**src/verilog/sigsrc_cfg_pkg.sv**
```systemverilog
package sigsrc_cfg_pkg;
  localparam int ADDR_W = 8;
  localparam int DATA_W = 8;
  localparam int CNT_W  = 16;

  localparam logic [7:0] A_XFER  = 8'h0E;
  localparam logic [7:0] A_TRIG  = 8'h0F;
  localparam logic [7:0] A_FREQ  = 8'h10;
  localparam logic [7:0] A_LEVEL = 8'h11;
  localparam logic [7:0] A_ENA   = 8'h12;
  localparam logic [7:0] A_PHASE = 8'h13;
  localparam logic [7:0] A_LVBYP = 8'h14;
  localparam logic [7:0] A_STBY  = 8'h16;
  localparam logic [7:0] A_REF   = 8'h17;
  localparam logic [7:0] A_TRIM  = 8'h18;
  // status register of our own, shows block state
  localparam logic [7:0] A_STAT  = 8'h30;

  localparam logic [2:0] LEN_1 = 3'h1;
  localparam logic [2:0] LEN_3 = 3'h3;
  localparam logic [2:0] LEN_7 = 3'h7;

  localparam int B_DIR     = 0;
  localparam int B_LOCK    = 0;
  localparam int B_REFOUT  = 1;
  localparam int B_BPCLK   = 2;
  localparam int B_DIRECT  = 3;
  localparam int B_EXTFREQ = 4;
  localparam int B_SIGN    = 15;
  localparam int LVL_MAG_W = 15;
  localparam int PHASE_W   = 31;
  localparam int TRIM_W    = 14;
  localparam int FREQ_W    = 56;

  localparam logic [55:0] FREQ_RST  = 56'h0;
  localparam logic [15:0] LEVEL_RST = 16'h0;
  localparam logic [4:0]  REF_RST   = 5'h0;
  localparam logic [13:0] TRIM_RST  = 14'h2000;
endpackage

```
**src/verilog/signal_source_config_registers.sv**
```systemverilog
// Design decision made here: the strobed register port.
module signal_source_config_registers
  import sigsrc_cfg_pkg::*;
#(
  parameter int CNT_BITS = CNT_W
) (
  input  wire logic                      i_clk_sys,
  input  wire logic                      i_nrst,
  input  wire logic [ADDR_W-1:0]         i_addr,
  input  wire logic [DATA_W-1:0]         i_wdata,
  input  wire logic                      i_wr,
  input  wire logic                      i_rd,
  output logic      [DATA_W-1:0]         o_rdata,
  input  wire logic                      i_load_stop,
  input  wire logic [CNT_BITS-1:0]       i_load_count,
  input  wire logic                      i_count_ovr,
  input  wire logic [CNT_BITS-1:0]       i_count_ovr_val,
  input  wire logic                      i_ext_ref_pin,
  input  wire logic                      i_rev_f_or_later,
  input  wire logic                      i_xfer_done,
  output logic                           o_store_req,
  output logic                           o_recall_req,
  output logic      [CNT_BITS-1:0]       o_xfer_count,
  output logic                           o_trigger,
  output logic      [FREQ_W-1:0]         o_tune_word,
  output logic                           o_tune_load,
  output logic      [LVL_MAG_W-1:0]      o_level_mag,
  output logic                           o_level_neg,
  output logic                           o_relevel,
  output logic                           o_output_on,
  output logic      [PHASE_W-1:0]        o_phase,
  output logic                           o_standby,
  output logic                           o_ext_lock,
  output logic                           o_refout_100m,
  output logic                           o_backplane_clk_en,
  output logic                           o_direct_clk,
  output logic                           o_ext_expect_100m,
  output logic      [TRIM_W-1:0]         o_trim_dac
);
  //////////////////////////////////////////////////////////////////////////
  // command framing: a write whose data byte is a register address opens it,
  // then data bytes follow msb first; i_addr is not decoded for writes
  typedef enum logic [1:0] {
    IDLE,
    COLLECT
  } frame_t;

  frame_t      st_q, st_d;
  logic [7:0]  reg_q;
  logic [1:0]  busy_q;

  function automatic logic [2:0] reg_len(input logic [7:0] a);
    unique case (a)
      A_FREQ, A_LEVEL, A_PHASE: reg_len = LEN_7;
      A_TRIM:                   reg_len = LEN_3;
      default:                  reg_len = LEN_1;
    endcase
  endfunction

  function automatic logic known(input logic [7:0] a);
    known = (a >= A_XFER) && (a <= A_TRIM);
  endfunction

  logic [55:0] word;
  logic        word_done;

  // first write names the register, following writes carry its bytes;
  // the commit cycle already takes a new address, so writes need no gap
  wire         frame_free = st_q == IDLE || word_done;
  wire         open_cmd  = i_wr && frame_free && known(i_wdata);
  wire         data_wr   = i_wr && !frame_free;
  wire [7:0]   open_reg  = i_wdata;
  wire         unused_a  = ^i_addr;

  byte_assembler #(.W(FREQ_W)) u_asm (
    .i_clk_sys  (i_clk_sys),
    .i_nrst     (i_nrst),
    .i_start    (open_cmd),
    .i_byte_vld (data_wr),
    .i_byte     (i_wdata),
    .i_len      (reg_len(open_reg)),
    .o_word     (word),
    .o_done     (word_done)
  );

  always_comb begin
    st_d = st_q;
    unique case (st_q)
      IDLE:    if (open_cmd) st_d = COLLECT;
      COLLECT: if (word_done && !open_cmd) st_d = IDLE;
    endcase
  end

  //////////////////////////////////////////////////////////////////////////
  // decoded commits, each only after the whole word arrived
  wire c_xfer  = word_done && reg_q == A_XFER;
  wire c_trig  = word_done && reg_q == A_TRIG;
  wire c_freq  = word_done && reg_q == A_FREQ;
  wire c_level = word_done && reg_q == A_LEVEL;
  wire c_ena   = word_done && reg_q == A_ENA;
  wire c_phase = word_done && reg_q == A_PHASE;
  wire c_lvbyp = word_done && reg_q == A_LVBYP;
  wire c_stby  = word_done && reg_q == A_STBY;
  wire c_ref   = word_done && reg_q == A_REF;
  wire c_trim  = word_done && reg_q == A_TRIM;

  // a nonzero trigger byte is ignored; host keeps unused bits zero
  wire trig_ok = c_trig && word[7:0] == 8'h00;

  //////////////////////////////////////////////////////////////////////////
  // external reference detect: three flops, change when 2nd and 3rd agree
  logic [2:0] ref_sync_q;
  logic       ref_seen_q;

  always_ff @(posedge i_clk_sys or negedge i_nrst) begin
    if (!i_nrst) begin
      ref_sync_q <= 3'h0;
      ref_seen_q <= 1'b0;
    end else begin
      ref_sync_q <= {ref_sync_q[1:0], i_ext_ref_pin};
      if (ref_sync_q[1] == ref_sync_q[2])
        ref_seen_q <= ref_sync_q[2];
    end
  end

  //////////////////////////////////////////////////////////////////////////
  // point count: load stop value unless host override
  logic [CNT_BITS-1:0] count_q;
  always_ff @(posedge i_clk_sys or negedge i_nrst) begin
    if (!i_nrst)
      count_q <= '0;
    else if (i_count_ovr)
      count_q <= i_count_ovr_val;
    else if (i_load_stop)
      count_q <= i_load_count;
  end

  //////////////////////////////////////////////////////////////////////////
  // settings
  logic       lvbyp_q;
  logic [4:0] ref_q;

  always_ff @(posedge i_clk_sys or negedge i_nrst) begin
    if (!i_nrst) begin
      st_q               <= IDLE;
      reg_q              <= 8'h00;
      o_tune_word        <= FREQ_RST;
      o_level_mag        <= LEVEL_RST[LVL_MAG_W-1:0];
      o_level_neg        <= 1'b0;
      o_output_on        <= 1'b0;
      o_phase            <= '0;
      lvbyp_q            <= 1'b0;
      o_standby          <= 1'b0;
      ref_q              <= REF_RST;
      o_trim_dac         <= TRIM_RST;
    end else begin
      st_q <= st_d;
      if (open_cmd)
        reg_q <= open_reg;
      if (c_freq)
        o_tune_word <= word;
      if (c_level) begin
        o_level_mag <= word[LVL_MAG_W-1:0];
        o_level_neg <= word[B_SIGN];
      end
      if (c_ena)
        o_output_on <= word[0];
      if (c_phase)
        o_phase <= word[PHASE_W-1:0];
      if (c_lvbyp)
        lvbyp_q <= word[0];
      if (c_stby)
        o_standby <= word[0];
      if (c_ref)
        ref_q <= word[4:0];
      if (c_trim)
        o_trim_dac <= word[TRIM_W-1:0];
    end
  end

  // revision-dependent bits have no effect on older boards
  wire rev_ok = i_rev_f_or_later;
  assign o_ext_lock         = ref_q[B_LOCK] && ref_seen_q;
  assign o_refout_100m      = ref_q[B_REFOUT];
  assign o_backplane_clk_en = ref_q[B_BPCLK];
  assign o_direct_clk       = ref_q[B_DIRECT] && rev_ok;
  assign o_ext_expect_100m  = ref_q[B_EXTFREQ] && rev_ok;

  //////////////////////////////////////////////////////////////////////////
  // pulses and memory transfer
  always_ff @(posedge i_clk_sys or negedge i_nrst) begin
    if (!i_nrst) begin
      o_trigger    <= 1'b0;
      o_tune_load  <= 1'b0;
      o_relevel    <= 1'b0;
      o_store_req  <= 1'b0;
      o_recall_req <= 1'b0;
      o_xfer_count <= '0;
      busy_q       <= 2'h0;
    end else begin
      o_trigger   <= trig_ok;
      o_tune_load <= c_freq;
      // relevel on tune change unless bypassed, always on level write
      o_relevel   <= c_level || (c_freq && !lvbyp_q);
      o_store_req  <= 1'b0;
      o_recall_req <= 1'b0;
      if (c_xfer && busy_q == 2'h0) begin
        if (word[B_DIR]) begin
          o_recall_req <= 1'b1;
          busy_q       <= 2'h2;
        end else begin
          o_store_req  <= 1'b1;
          o_xfer_count <= count_q;
          busy_q       <= 2'h1;
        end
      end else if (i_xfer_done)
        busy_q <= 2'h0;
    end
  end

  //////////////////////////////////////////////////////////////////////////
  // status read: a transfer still running refuses a new one
  wire [7:0] stat = {4'h0, ref_seen_q, busy_q, st_q == COLLECT};
  always_ff @(posedge i_clk_sys or negedge i_nrst) begin
    if (!i_nrst)
      o_rdata <= 8'h00;
    else if (i_rd && i_addr == A_STAT)
      o_rdata <= stat;
    else
      o_rdata <= {7'h00, unused_a & 1'b0};
  end
endmodule // signal_source_config_registers

```
**src/verilog/byte_assembler.sv**
```systemverilog
// gathers msb-first bytes into a word, applied only when complete
module byte_assembler
  import sigsrc_cfg_pkg::*;
#(
  parameter int W = 56
) (
  input  wire logic         i_clk_sys,
  input  wire logic         i_nrst,
  input  wire logic         i_start,
  input  wire logic         i_byte_vld,
  input  wire logic [7:0]   i_byte,
  input  wire logic [2:0]   i_len,
  output logic [W-1:0]      o_word,
  output logic              o_done
);
  logic [W-1:0] shift_q;
  logic [2:0]   left_q;
  wire          last_byte = i_byte_vld && (left_q == 3'h1);
  wire [W-1:0]  shifted = {shift_q[W-9:0], i_byte};

  always_ff @(posedge i_clk_sys or negedge i_nrst) begin
    if (!i_nrst) begin
      shift_q <= '0;
      left_q  <= 3'h0;
      o_word  <= '0;
      o_done  <= 1'b0;
    end else begin
      o_done <= 1'b0;
      if (i_start) begin
        shift_q <= '0;
        left_q  <= i_len;
      end else if (i_byte_vld && left_q != 3'h0) begin
        shift_q <= shifted;
        left_q  <= left_q - 3'h1;
        if (last_byte) begin
          o_word <= shifted;
          o_done <= 1'b1;
        end
      end
    end
  end
endmodule // byte_assembler

```
**config.mk**
```make
export PLATFORM = sky130hd
export DESIGN_NAME = signal_source_config_registers
export DESIGN_NICKNAME = d
export VERILOG_FILES = /design/src/verilog/sigsrc_cfg_pkg.sv /design/src/verilog/signal_source_config_registers.sv /design/src/verilog/byte_assembler.sv
export SDC_FILE = /design/constraint.sdc
export NUM_CORES = 1
export LEC_CHECK = 0
export ABC_CLOCK_PERIOD_IN_PS = 2390
export BUFFER_PORTS_ARGS = -buffer_cell sky130_fd_sc_hd__buf_4
export CORE_ASPECT_RATIO = 1.75
export CORE_MARGIN = 2
export CORE_UTILIZATION = 52
export DETAILED_ROUTE_END_ITERATION = 8
export GPL_ROUTABILITY_DRIVEN = 0
export PLACE_DENSITY = 0.74
export SYNTH_ARGS = -nofsm -noshare
export SYNTH_HDL_FRONTEND = slang
export SYNTH_SLANG_ARGS = --single-unit
export TNS_END_PERCENT = 100
```
**constraint.sdc**
```tcl
create_clock -name i_clk_sys -period 2.39 [get_ports i_clk_sys]
set_input_delay 0.717 -clock i_clk_sys [delete_from_list [all_inputs] [get_ports i_clk_sys]]
set_output_delay 0.717 -clock i_clk_sys [all_outputs]
set_load 0.01 [all_outputs]
```
==> qor.txt <==
============================================================================
Overall via count from detail_route                                    6,967
Setup slack, reg-to-reg                                              0.27 ns
Number of synthesized register bits                                      289
Compound-cell area share of the yosys netlist                          3.38%
Port bufs                                                                205
DRC violation count after routing                                          0
Min cycle time layout                                                2.12 ns
FMAX                                                                 472 MHz
R2r startpoint                                                      reg_q[5]
Boundary pin count                                                       210
Effective utilization at floorplan                                     53.0%
Final hold violations                                                      0
Drt total wl                                                         24.0 mm
Sum of negative setup slack                                             0 ns
CTS sink count                                                           289
Final number of setup-violating endpoints                                  0
Initial antenna violation count                                            0
Worst r2r dst                                                    o_phase[24]
Mapped Avg Cell Area                                                14.0 um2
Deepest clock path buffer count                                            3
Relative slew slack                                                    64.0%
DRT Pass-1 Iters                                                           4
HPWL reported at the end of detailed placement                       16.3 mm
Kind of critical path                                             reg -> reg
Iter 0 DRT Violations                                                    333
Transition time at the pin with the least slew margin               0.535 ns
Synthesized-area fraction occupied by xor and xnor cells             0.0768%
Mux contribution to synthesized area                                   22.8%
Total routing usage reported by global routing                         20.9%
Arrival time worst endpoint                                          2.53 ns
Sequential cell area fraction in the yosys report                      63.4%
Final cycle utilization of the critical path                           88.7%
Hold crit path type                                              in -> async
Share of post-route cells with drive strength above 1                  42.8%
Maximum ir drop on the vdd rail                                     0.734 mV
# resized after CTS                                                        0
Num CTS Buffers                                                           26
Crit end category                                                   register
Max-cap check violation count                                              0
FF/Latch Area                                                       7230 um2
Leading cell types in the layout, fill and taps excluded        dfrtp_1, buf_4, mux2_2, nand2_1, a21oi_1
Clock tree from TritonCTS                                              built
Clock network latency to the later pin of the worst-skew pair        0.52 ns
Result of the run                                               complete, no violations
Maximum fanout along the worst path                                       26
Critical path required time                                          2.80 ns
Clock H-tree levels                                                        1
Setup repair after global routing missed its margin                    false
Critical-path cell with the highest stage delay                        or3_2
Final Slew Violations                                                      0
Power Dens Cells                                                  925 nW/um2
Std-Cell Core Area                                                21,500 um2
Simple-gate share of the synthesized area                              7.03%
Antenna violation net count after detailed routing                         0
Non-filler cells, final                                                1,335
Die width                                                             116 um
Maximum number of pins on one net before global-route repair              61
Remaining global-route overflow                                            0
Area of the die                                                   23,200 um2
Cell count after synthesis                                               814
Clock slew at reported path FFs                                      0.07 ns
Via-to-Cell Ratio                                                       5.22
CP Cell Sequence                                                nor3_4 -> nand4_1 -> or3_2 -> buf_12 -> mux2_4
Number of synthesis warnings                                               0
Combined area of the multi-input logic cells                        3880 um2
P_leak                                                               7.52 nW
Synthesized-area fraction occupied by adder cells                     0.417%
First-pass GRT wire length                                           38.3 mm
CTS Root Cell                                                      clkbuf_16
Core Rows                                                                 71
Hold_buf cts                                                               0
Number of fill cells                                                   1,611
P&R area growth vs syn                                                 25.1%
Commonest non-fill, non-tap cell in the layout                       dfrtp_1
R2R depth                                                                  5
Dominant combinational cell family by area after synthesis      multiplexers
Cell Count Post-Placement                                              1,288
WP buf/inv                                                                 1
N_diodes                                                                   0
Floorplan die height                                                  200 um
Total setup buffers inserted after CTS                                     0
Total standard cell area after synthesis                          11,400 um2
Critical Path Source Type                                           register
Post-route clock skew                                              0.0119 ns
Critical path's top delay family                                simple AND/OR/NAND/NOR gates
# nets final                                                           1,084
CP max stage delay                                                   0.56 ns
Vias in the first global route                                         7,184
Cell variety after synth                                                  40
Post-DR wirelength/cell                                              18.0 um
============================================================================
-- where the power goes --
group          total, W  switching, W  internal, W
Clock           0.00453       0.00179      0.00274
Sequential      0.00670      0.000881      0.00582
Combinational   0.00196      0.000914      0.00105
-- stage by stage --
step                total power (W)  utilization [%]  cell area (um2)  hold WS (ns)  setup WS [ns]
CTS                          0.0133             66.4            14300         0.121          0.274
floorplan                   0.00778                -            11400         0.331          0.327
finish                       0.0132             66.4            14300         0.122          0.270
global placement            0.00869             62.0            13300         0.334          0.292
detailed placement          0.00879             62.0            13300         0.348          0.237
global route                 0.0139             66.4            14300         0.132          0.187
-- final cells by class --
cell class	count	share of cell area [%]
tap	292	2.56
clock inverter	9	1.26
multi-input combinational	470	27.2
timing repair buffer	227	12.7
clock buffer	38	5.31
inverter	10	0.263
sequential	289	50.7
-- cell usage after synthesis, drive strengths merged --
cell | n | area [um2]
or4b | 1 | 10.0
o21ai | 18 | 90.1
or3b | 1 | 8.76
a21oi | 50 | 250
clkbuf | 22 | 82.6
maj3 | 1 | 10.0
nand4 | 3 | 18.8
mux2 | 202 | 2420
nor2 | 7 | 26.3
nor3b | 1 | 12.5
conb | 1 | 3.75
mux2i | 17 | 170
buf | 26 | 208
and2 | 6 | 37.5
nand2 | 115 | 432
dfrtp | 288 | 7210
ha | 3 | 37.5
nand3 | 4 | 20.0
nand4bb | 2 | 22.5
dfstp | 1 | 26.3
nand4b | 3 | 26.3
or4 | 1 | 11.3
nor2b | 4 | 25.0
xnor2 | 1 | 8.76
nor4b | 2 | 17.5
and4b | 1 | 10.0
or3 | 3 | 18.8
nor4 | 3 | 33.8
nor3 | 7 | 46.3
nand2b | 4 | 25.0
inv | 10 | 37.5
a21o | 4 | 30.0
o31ai | 2 | 15.0
-- metal layers --
metal | vias to the layer above | global-route usage [%] | part of all wire [%]
met2 | 178 | 37.4 | 55
met1 | 3537 | 25.4 | 37
met3 | 48 | 3.80 | 4.6
li1 | 3204 | - | -
met4 | 0 | 7.05 | 3.3
met5 | - | 0 | 0
-- registers in the layout (all words and copies together), names as in the netlist, 4 cells and up --
name,count
reg_q,8
o_phase,31
o_xfer_count,16
u_asm.o_word,56
o_rdata,4
count_q,16
u_asm.shift_q,48
o_tune_word,56
o_trim_dac,14
ref_q,5
o_level_mag,15
-- worst max-delay path by stage --
stage | depth (start not counted) | startpoint | slack [ns] | end
finish | 5 | reg_q[5] | 0.27 | o_phase[24]
global route | 5 | reg_q[5] | 0.19 | o_phase[11]
CTS | 5 | reg_q[5] | 0.27 | o_phase[14]
detailed placement | 5 | i_addr[7] | 0.24 | o_rdata[1]
global placement | 5 | i_addr[7] | 0.29 | o_rdata[1]
floorplan | 6 | i_wdata[6] | 0.33 | u_asm.shift_q[37]
-- cells by family (layout without fill, tap and decap cells) --
family          Yosys count  after routing
simple gates            168            168
mux                     219            219
xor+xnor                  1              1
flops                   289            289
compound gates           74             74
other cells               1              4
buf+inv                  58            284
fa+ha+maj                 4              4
Note: power is estimated with default switching activity, not from simulation.
